[config.mk]
export PLATFORM = sky130hd
export DESIGN_NAME = hfr_framer
export DESIGN_NICKNAME = d
export VERILOG_FILES = /design/src/hfr_pkg.sv /design/src/hfr_framer.sv
export SDC_FILE = /design/constraint.sdc
export NUM_CORES = 1
export LEC_CHECK = 0
export BUFFER_PORTS_ARGS = -buffer_cell sky130_fd_sc_hd__buf_2
export CAP_MARGIN = 0
export CORE_UTILIZATION = 28
export DETAILED_ROUTE_END_ITERATION = 6
export GPL_TIMING_DRIVEN = 0
export SLEW_MARGIN = 20
export SYNTH_ARGS = -nofsm -noshare
export SYNTH_HDL_FRONTEND = slang
export SYNTH_SLANG_ARGS = --single-unit
[constraint.sdc]
create_clock -name CLOCK -period 4.1 [get_ports CLOCK]
set_input_delay 0.41 -clock CLOCK [delete_from_list [all_inputs] [get_ports CLOCK]]
set_output_delay 0.41 -clock CLOCK [all_outputs]
set_load 0.05 [all_outputs]
[src/hfr_pkg.sv]
`default_nettype none
package hfr_pkg;
    // Clock and host serial timing
    localparam int CLK_HZ = 10_000_000;
    localparam int BAUD_RATE = 115200;
    localparam int BIT_CYCLES = CLK_HZ / BAUD_RATE;
    localparam int BAUD_W = 8;
    localparam logic [7:0] BIT_LAST = 8'(BIT_CYCLES - 1);
    localparam logic [7:0] BIT_HALF = 8'(BIT_CYCLES / 2 - 1);
    localparam logic [3:0] UART_STOP_BIT = 4'h9;

    // Receive window timing
    localparam int WINDOW_MS = 22;
    localparam int WINDOW_CYCLES = WINDOW_MS * (CLK_HZ / 1000);
    localparam int TMR_W = 18;

    // Receive buffer fill levels
    localparam int CNT_W = 7;
    localparam logic [6:0] BUF_DEPTH = 7'h40;
    localparam logic [6:0] CTS_HOLD_LEVEL = 7'h3c;
    localparam logic [6:0] CNT_ZERO = 7'h00;
    localparam logic [6:0] CNT_ONE = 7'h01;

    // Quiet line time that ends a response frame
    localparam int RESP_IDLE_BITS = 20;
    localparam int RESP_IDLE_CYCLES = RESP_IDLE_BITS * BIT_CYCLES;
    localparam int IDLE_W = 11;
    localparam logic [10:0] RESP_IDLE_LAST = 11'(RESP_IDLE_CYCLES - 1);

    // Frame check sequence
    localparam logic [15:0] CRC_INIT = 16'hffff;
    localparam logic [15:0] CRC_POLY = 16'h1021;

    // Pin synchroniser lanes
    localparam int LANE_UART = 0;
    localparam int LANE_IR = 1;

    typedef enum logic [2:0] {
        ST_START = 3'h0,
        ST_WINDOW = 3'h1,
        ST_CRC = 3'h2,
        ST_SEND = 3'h3,
        ST_RESP = 3'h4
    } hfr_state_type;

    typedef struct packed {
        logic valid;
        logic [7:0] data;
    } hfr_rx_byte_type;
endpackage
`default_nettype wire

[src/hfr_framer.sv]
`default_nettype none
module hfr_framer #(
    parameter int WINDOW_CYCLES = hfr_pkg::WINDOW_CYCLES
) (
    input wire logic CLOCK,
    input wire logic SYS_RST,
    input wire logic UART_RX,
    input wire logic INFRARED_RX_IN,
    output logic CLEAR_TO_SEND_N,
    output logic INFRARED_TX_OUT
);
    localparam logic [17:0] TMR_LAST = 18'(WINDOW_CYCLES - 1);

    // Pin synchronisers and filtered levels
    logic [1:0] s1_reg, s2_reg, s3_reg, lvl_reg, lvl_next;
    // Host serial receiver
    logic r_busy_reg, r_busy_next;
    logic [7:0] r_baud_reg, r_baud_next;
    logic [3:0] r_bit_reg, r_bit_next;
    logic [7:0] r_sh_reg, r_sh_next;
    hfr_pkg::hfr_rx_byte_type rxb_reg, rxb_next;
    // Window, frame and response control
    hfr_pkg::hfr_state_type state_reg, state_next;
    logic cts_reg, cts_next;
    logic irtx_reg, irtx_next;
    logic [17:0] tmr_reg, tmr_next;
    logic [6:0] count_reg, count_next;
    logic [6:0] idx_reg, idx_next;
    logic [15:0] crc_reg, crc_next;
    logic [9:0] tx_sh_reg, tx_sh_next;
    logic [3:0] tx_bit_reg, tx_bit_next;
    logic [7:0] tx_baud_reg, tx_baud_next;
    logic seen_reg, seen_next;
    logic [10:0] idle_reg, idle_next;
    logic wr_en;
    logic [7:0] buf_mem [0:63];

    // One byte folded into the running CRC, msb first
    function automatic logic [15:0] crc_byte(input logic [15:0] c, input logic [7:0] d);
        logic [15:0] r;
        r = c ^ {d, 8'h00};
        for (int i = 0; i < 8; i++) begin
            r = r[15] ? ((r << 1) ^ hfr_pkg::CRC_POLY) : (r << 1);
        end
        return r;
    endfunction

    // Serial word for frame position: payload, then CRC high, then CRC low
    function automatic logic [9:0] frame_word(input logic [6:0] i, input logic [6:0] n,
                                             input logic [15:0] c);
        logic [7:0] b;
        b = (i < n) ? buf_mem[i[5:0]] : ((i == n) ? c[15:8] : c[7:0]);
        return {1'b1, b, 1'b0};
    endfunction

    // Level accepted only once the second and third stages agree
    always_comb begin
        for (int i = 0; i < 2; i++) begin
            lvl_next[i] = (s2_reg[i] == s3_reg[i]) ? s3_reg[i] : lvl_reg[i];
        end
    end

    // Host receiver runs regardless of clear-to-send, so late bytes land
    always_comb begin
        r_busy_next = r_busy_reg;
        r_baud_next = r_baud_reg;
        r_bit_next = r_bit_reg;
        r_sh_next = r_sh_reg;
        rxb_next = '{valid: 1'b0, data: r_sh_reg};
        if (!r_busy_reg) begin
            if (!lvl_reg[hfr_pkg::LANE_UART]) begin
                r_busy_next = 1'b1;
                r_baud_next = hfr_pkg::BIT_HALF;
                r_bit_next = 4'h0;
            end
        end else if (r_baud_reg != 8'h00) begin
            r_baud_next = r_baud_reg - 8'h01;
        end else begin
            r_baud_next = hfr_pkg::BIT_LAST;
            r_bit_next = r_bit_reg + 4'h1;
            if (r_bit_reg == 4'h0 && lvl_reg[hfr_pkg::LANE_UART]) begin
                r_busy_next = 1'b0; // Glitch, not a start bit
            end else if (r_bit_reg == hfr_pkg::UART_STOP_BIT) begin
                r_busy_next = 1'b0;
                rxb_next.valid = lvl_reg[hfr_pkg::LANE_UART];
            end else if (r_bit_reg != 4'h0) begin
                r_sh_next = {lvl_reg[hfr_pkg::LANE_UART], r_sh_reg[7:1]};
            end
        end
    end

    always_ff @(posedge CLOCK or posedge SYS_RST) begin
        if (SYS_RST) begin
            s1_reg <= 2'h3;
            s2_reg <= 2'h3;
            s3_reg <= 2'h3;
            lvl_reg <= 2'h3;
            r_busy_reg <= 1'b0;
            r_baud_reg <= 8'h00;
            r_bit_reg <= 4'h0;
            r_sh_reg <= 8'h00;
            rxb_reg <= '0;
        end else begin
            s1_reg <= {INFRARED_RX_IN, UART_RX};
            s2_reg <= s1_reg;
            s3_reg <= s2_reg;
            lvl_reg <= lvl_next;
            r_busy_reg <= r_busy_next;
            r_baud_reg <= r_baud_next;
            r_bit_reg <= r_bit_next;
            r_sh_reg <= r_sh_next;
            rxb_reg <= rxb_next;
        end
    end

    // Window, processing, transmit and response sequencing
    always_comb begin
        state_next = state_reg;
        cts_next = cts_reg;
        tmr_next = tmr_reg;
        count_next = count_reg;
        idx_next = idx_reg;
        crc_next = crc_reg;
        tx_sh_next = tx_sh_reg;
        tx_bit_next = tx_bit_reg;
        tx_baud_next = tx_baud_reg;
        seen_next = seen_reg;
        idle_next = idle_reg;
        wr_en = 1'b0;
        case (state_reg)
            hfr_pkg::ST_START: begin
                cts_next = 1'b0;
                tmr_next = '0;
                state_next = hfr_pkg::ST_WINDOW;
            end
            hfr_pkg::ST_WINDOW: begin
                tmr_next = tmr_reg + 18'h00001;
                // Bytes past the 64th cannot arrive: the window is shut by then
                wr_en = rxb_reg.valid && count_reg < hfr_pkg::BUF_DEPTH;
                if (wr_en) begin
                    count_next = count_reg + hfr_pkg::CNT_ONE;
                end
                if (count_next >= hfr_pkg::CTS_HOLD_LEVEL) begin
                    cts_next = 1'b1;
                end
                if (count_next == hfr_pkg::BUF_DEPTH) begin
                    cts_next = 1'b1;
                    state_next = hfr_pkg::ST_CRC;
                end else if (tmr_reg == TMR_LAST) begin
                    cts_next = 1'b1;
                    // Empty window just reopens; nothing to frame
                    state_next = (count_next == hfr_pkg::CNT_ZERO) ? hfr_pkg::ST_START
                        : hfr_pkg::ST_CRC;
                end
                idx_next = '0;
                crc_next = hfr_pkg::CRC_INIT;
            end
            hfr_pkg::ST_CRC: begin
                // One byte per clock; 64 bytes cost only 6.4 us
                if (idx_reg == count_reg) begin
                    state_next = hfr_pkg::ST_SEND;
                    idx_next = '0;
                    tx_sh_next = frame_word(7'h00, count_reg, crc_reg);
                    tx_bit_next = 4'h0;
                    tx_baud_next = hfr_pkg::BIT_LAST;
                end else begin
                    crc_next = crc_byte(crc_reg, buf_mem[idx_reg[5:0]]);
                    idx_next = idx_reg + hfr_pkg::CNT_ONE;
                end
            end
            hfr_pkg::ST_SEND: begin
                if (tx_baud_reg != 8'h00) begin
                    tx_baud_next = tx_baud_reg - 8'h01;
                end else if (tx_bit_reg != hfr_pkg::UART_STOP_BIT) begin
                    tx_baud_next = hfr_pkg::BIT_LAST;
                    tx_bit_next = tx_bit_reg + 4'h1;
                    tx_sh_next = {1'b1, tx_sh_reg[9:1]};
                end else if (idx_reg == count_reg + hfr_pkg::CNT_ONE) begin
                    state_next = hfr_pkg::ST_RESP;
                    seen_next = 1'b0;
                    idle_next = '0;
                end else begin
                    idx_next = idx_reg + hfr_pkg::CNT_ONE;
                    tx_sh_next = frame_word(idx_reg + hfr_pkg::CNT_ONE, count_reg, crc_reg);
                    tx_bit_next = 4'h0;
                    tx_baud_next = hfr_pkg::BIT_LAST;
                end
            end
            hfr_pkg::ST_RESP: begin
                // No timeout: a silent primary device holds the block here
                if (!lvl_reg[hfr_pkg::LANE_IR]) begin
                    seen_next = 1'b1;
                    idle_next = '0;
                end else if (seen_reg) begin
                    idle_next = idle_reg + 11'h001;
                    if (idle_reg == hfr_pkg::RESP_IDLE_LAST) begin
                        count_next = hfr_pkg::CNT_ZERO;
                        state_next = hfr_pkg::ST_START;
                    end
                end
            end
            default: begin
                state_next = hfr_pkg::ST_START;
            end
        endcase
        irtx_next = (state_next == hfr_pkg::ST_SEND) ? tx_sh_next[0] : 1'b1;
    end

    always_ff @(posedge CLOCK or posedge SYS_RST) begin
        if (SYS_RST) begin
            state_reg <= hfr_pkg::ST_START;
            cts_reg <= 1'b1;
            irtx_reg <= 1'b1;
            tmr_reg <= '0;
            count_reg <= '0;
            idx_reg <= '0;
            crc_reg <= hfr_pkg::CRC_INIT;
            tx_sh_reg <= 10'h3ff;
            tx_bit_reg <= 4'h0;
            tx_baud_reg <= 8'h00;
            seen_reg <= 1'b0;
            idle_reg <= '0;
        end else begin
            state_reg <= state_next;
            cts_reg <= cts_next;
            irtx_reg <= irtx_next;
            tmr_reg <= tmr_next;
            count_reg <= count_next;
            idx_reg <= idx_next;
            crc_reg <= crc_next;
            tx_sh_reg <= tx_sh_next;
            tx_bit_reg <= tx_bit_next;
            tx_baud_reg <= tx_baud_next;
            seen_reg <= seen_next;
            idle_reg <= idle_next;
        end
    end

    // Buffer array has no reset; contents are only read below count_reg
    always_ff @(posedge CLOCK) begin
        if (wr_en) begin
            buf_mem[count_reg[5:0]] <= rxb_reg.data;
        end
    end

    assign CLEAR_TO_SEND_N = cts_reg;
    assign INFRARED_TX_OUT = irtx_reg;
endmodule
`default_nettype wire

# == Word-level counts from Yosys, hierarchy flattened ==
# Memories as Yosys holds them, arrays and structs flattened.
# Index checks and enable logic that the tools add are counted.
# totals
ff_bits,125
latch_bits,0
mem_bits_rw,512
rom_bits,0
elab_cells,191
memories,1
# memory_table
name,words,word_bits,rd,rd_ports_with_merged_regs,wr,line_no,text
buf_mem,64,8,3,0,1,hfr_framer.sv:36,logic [7:0] buf_mem [0:63];
# classes
addsub,8
multipliers,0
n_div,0
magnitude_cmp,4
eq_ne,31
n_shift,0
mux,86
n_bitwise,12
reduce_logical,25
# ops
op,count
$mux W13,8
$mux W8,11
$mux W7,9
$mux W11,5
$mux W10,4
$pmux W18 S2,1
$pmux W16 S2,1
$mux W4,7
$mux W3,9
$not A3 Y3,8
$ne A2 B2 Y1 const B,11
$pmux W11 S2,1
$eq A7 B7 Y1,3
$pmux W7 S3,1
$mux W1,20
$pmux W10 S2,1
$add A18 B1 Y18 const B,1
$eq A18 B18 Y1 const B,1
$mux W16,1
$pmux W8 S2,1
$reduce_bool A8 Y1,2
$sub A8 B1 Y8 const B,2
$xor A16 B16 Y16,1
$pmux W3 S5,1
33 further kinds,56

# == Depth between registers and ports, before layout ==
# An unclocked memory read counts as a cell.
# depth
word_depth,20
depth_mapped,15
ltp_nobuf,11

# == Worst setup path after synthesis ==
# Ideal clock, no wire load.
# synth_timing
path_type,register to register
from,reg idx_reg[2]
to,reg tx_sh_reg[1]
t_arrival_ns,3.372
t_required_ns,4.009
setup_slack_ns,0.637
path_stages_with_launch,16
n_path_buf,5
cell_sequence,dfrtp_1 -> buf_6 -> buf_4 -> buf_4 -> xnor2_1 -> buf_2 -> inv_1 -> ha_1 -> o21a_1 -> o21a_1 -> o21a_1 -> o21a_1 -> o21a_1 -> clkbuf_1 -> o21a_1 -> o31ai_1
# synth_via
elab_chain_cells,8
# synth_lines
item,line_no,text
from (decl),hfr_framer.sv:28,"logic [6:0] idx_reg, idx_next;"
from (signal assigned),hfr_framer.sv:229,idx_reg <= idx_next;
branches (longest 8 deep; another with $mem_v2 Z64 W8),--,
to (signal assigned),hfr_framer.sv:231,tx_sh_reg <= tx_sh_next;
to (decl),hfr_framer.sv:30,"logic [9:0] tx_sh_reg, tx_sh_next;"
# Several ways; the timed one is not identified. The select of a mux whose other input is x is not followed.
# A chain may end at the register's enable or synchronous reset.

# == Final worst setup path ==
# layout_timing
from,reg state_reg[2]
to,"mem buf_mem[39][6], enable pin"
# layout_via
elab_chain_cells,4
# layout_lines
item,line_no,text
from (decl),hfr_framer.sv:23,"hfr_pkg::hfr_state_type state_reg, state_next;"
from (signal assigned),hfr_framer.sv:211,state_reg <= hfr_pkg::ST_START;
from (signal assigned),hfr_framer.sv:224,state_reg <= state_next;
$eq A3 B1 Y1,hfr_framer.sv:130,case (state_reg)
$mux W1,hfr_framer.sv:130,
$mux W1,hfr_framer.sv:241,if (wr_en) begin
$mux W1 (implied by the code),hfr_framer.sv:242,buf_mem[count_reg[5:0]] <= rxb_reg.data;
to (decl),hfr_framer.sv:36,
# Every way passes these cells.

==> metrics.txt <==
final cell count without fillers 3491; minimum clock period 4.278 ns; Port Buf Inserts 5; first-pass GRT wire length 153400 microns; most common cell type on the critical path nor2_1; Slew Viols, Final 0; Crit path max-delay family simple AND/OR/NAND/NOR gates; Startpoint Class flip-flop; hold path depth 0; commonest non-fill, non-tap cell in the layout edfxtp_1; clk_lat worst skew 0.63 ns; most frequent cells in the layout edfxtp_1, mux4_2, nor2_1; placed cells 3360; router iterations before antenna repair 6; Clock Sinks 637; H-tree levels 3; DR iter-0 viols 2883; worst reg2reg path depth 6; Cells after Synth 1872; Clock Skew 0.02873 ns; max cap viols 0; drc violations 0; max frequency 233.8 MHz; library cells used by synthesis 76; crit-path cells clkbuf_1 > nor2_1 > nand2_1 > nor2_1 > nand3_1 > nor2_1; Tcrit/Tclk final 1.043; grt total ovfl 0; Largest stage delay, worst path 1.16 ns; ys async rst share 0.1962; clock buffer depth 3; largest net degree at the start of global routing 77; Setup-failing EPs final 83; crit path kind reg2reg; Clock transition at path regs 0.06 ns; Layout area overhead 15.10%; vias in the first global route 19970; Core Region 109200 sq um; fillers 10500; Post-synth EDFFs 512; Largest register FFs 512; Leak 9.857 nW; critical hold path startpoint s1_reg[0]$_DFF_PP1_; Syn Std Cell Area 30880 sq um; critical register-to-register path endpoint buf_mem[39][6]$_DFFE_PP_; Slew headroom 0.1998; RSZ-0062 raised after global routing yes; Min-Delay Endpoint s2_reg[0]$_DFF_PP1_; initial antenna violation count 1; R2R Setup Slk -0.18 ns; GPL Wtd Cong 0.9451; status finished, violations left; Boundary Pins 6; Reg-to-Reg Start state_reg[2]$_DFF_PP0_; Hold Path Class reg2reg; Buf/Inv on CP 1; wirelength, routed 108900 microns; TritonCTS buffer count 70; Worst-Margin Slew 1.196 ns; Antenna Nets Post-Route 0; syn avg cell area 16.50 sq um; peak supply drop 0.3235 mV; CP arrival 4.52 ns; yosys warns 0; Hold Fails Final Rpt 0; Pwr Total 13.59 mW; Post-Syn Nets 1896; Post-DP HPWL 75860 microns; element type at the critical path end flip-flop; Root Buffer clkbuf_16; initial core utilization 0.2829; overall die area 111600 sq um; Die Height 334.1 microns; share of layout cells above drive strength 1 0.3029; Die Width 334.1 microns; Most used DFF post-synth edfxtp_1; final net count 1982; vias per inst 5.720; Rows 121; failing checks setup timing; final setup margin -0.1780 ns; DR vias 19970; sequential share of the synthesized area 0.6006; GRT Overall Usage 0.1944; CTS tree yes; Yosys reg bits 637; setup TNS -7.928 ns; Slowest-stage cell, CP nor2_1; worst path required time 4.34 ns; critical-path maximum fanout 10; WL/cell 31.19 microns; Power Dens Cells 382.4 nW/um^2
[area by class of cell]
type,instances,area [sq um],share of cell area
multi-input combinational,1091,11820,0.3325
inverter,31,125.1,0.003520
tap,1476,1847,0.05195
antenna,1,2.502,0.00007040
clock inverter,44,407.9,0.01147
clock buffer,84,1899,0.05343
timing repair buffer,16,210.2,0.005913
buffer,111,669.4,0.01883
sequential,637,18570,0.5223
[metal layers]
layer  global-route usage  part of all wire  vias to the layer above
met2               0.3005              0.46                     1299
met4              0.08921             0.050                        0
li1                     -                 -                     7811
met1               0.2585              0.39                    10610
met3              0.04587              0.10                      244
met5                    0                 0                        -
[worst reg2reg max path: cells and delay by family (launching register included)]
kind | cells | cell delay (ns)
and+or+nand+nor | 5 | 3.25
DFF | 1 | 0.42
buffers and inverters | 1 | 0.23
[what timing repair did]
action | in CTS | in global routing
hold buffers | 3 | 0
setup endpoints to repair | 46 | 222
resized for setup | 57 | 43
setup buffers | 1 | 0
endpoints found under the hold margin | 21 | 0
pin swaps | 1 | 0
[cell families after synthesis]
family,count (synthesis),synth area share
DFF,637,0.6006
and+or+nand+nor,414,0.06421
muxes,378,0.2404
AOI/OAI and AO/OA,222,0.04712
buffers and inverters,144,0.02200
xor gates and xnor gates,55,0.01698
adders and majority gates,22,0.008751
[metrics by stage]
| stage | area, sq um | utilization | hold slack, ns | worst slack [ns] |
|---|---|---|---|---|
| 5_1_grt | 35550 | 0.3256 | 0.3466 | -0.2538 |
| 4_1_cts | 35430 | 0.3245 | 0.3554 | -0.03095 |
| 6_report | 35550 | 0.3257 | 0.3546 | -0.1780 |
| 2_1_floorplan | 30880 | - | 0.3452 | 0.4220 |
| 3_5_place_dp | 32980 | 0.3022 | 0.3475 | -1.048 |
| 3_3_place_gp | 32760 | 0.3001 | 0.3473 | -1.048 |
[cells in the mapped netlist (7+ instances only)]
cell,n,area [sq um]
a21oi_1,35,175.2
a221oi_1,7,61.31
and3_1,8,50.05
nor2b_1,10,62.56
mux2i_1,79,790.8
dfstp_2,36,945.9
nor2_1,141,529.3
a31oi_1,8,50.05
nand3_1,55,275.3
and2_1,12,75.07
o31ai_1,22,165.2
o21ai_0,68,340.3
dfrtp_1,89,2227
clkbuf_1,41,153.9
ha_1,20,250.2
xnor2_1,30,262.8
buf_2,35,175.2
o21a_1,14,105.1
nor3_1,36,180.2
nand3b_1,7,52.55
buf_4,15,112.6
or3_1,8,50.05
nand2_1,87,326.6
o22ai_1,9,56.30
inv_1,26,97.59
mux4_2,282,6351
a22oi_1,9,67.56
edfxtp_1,512,15370
buf_1,18,67.56
xor2_1,21,183.9
nor4_1,8,50.05
a222oi_1,8,80.08
mux2_2,11,123.9
nand4_1,9,56.30
nand2b_1,9,56.30
[worst max path at each step]
stage	slack, ns	to	cells after the start	from
finish	-0.18	buf_mem[39][6]$_DFFE_PP_	6	state_reg[2]$_DFF_PP0_
global route	-0.25	buf_mem[31][2]$_DFFE_PP_	6	state_reg[2]$_DFF_PP0_
CTS	-0.03	buf_mem[6][5]$_DFFE_PP_	6	state_reg[2]$_DFF_PP0_
detailed placement	-1.05	tx_sh_reg[1]$_DFFE_PP1P_	15	idx_reg[0]$_DFFE_PP0P_
global placement	-1.05	r_sh_reg[1]$_DFFE_PP0P_	2	SYS_RST
floorplan	0.42	count_reg[0]$_DFFE_PP0P_	1	SYS_RST
[where the power goes]
| group | internal, mW | switching [mW] |
|---|---|---|
| Clock | 3.71 | 2.73 |
| Combinational | 0.0670 | 0.0999 |
| Sequential | 6.95 | 0.0419 |
(Power assumes the default switching activity.)
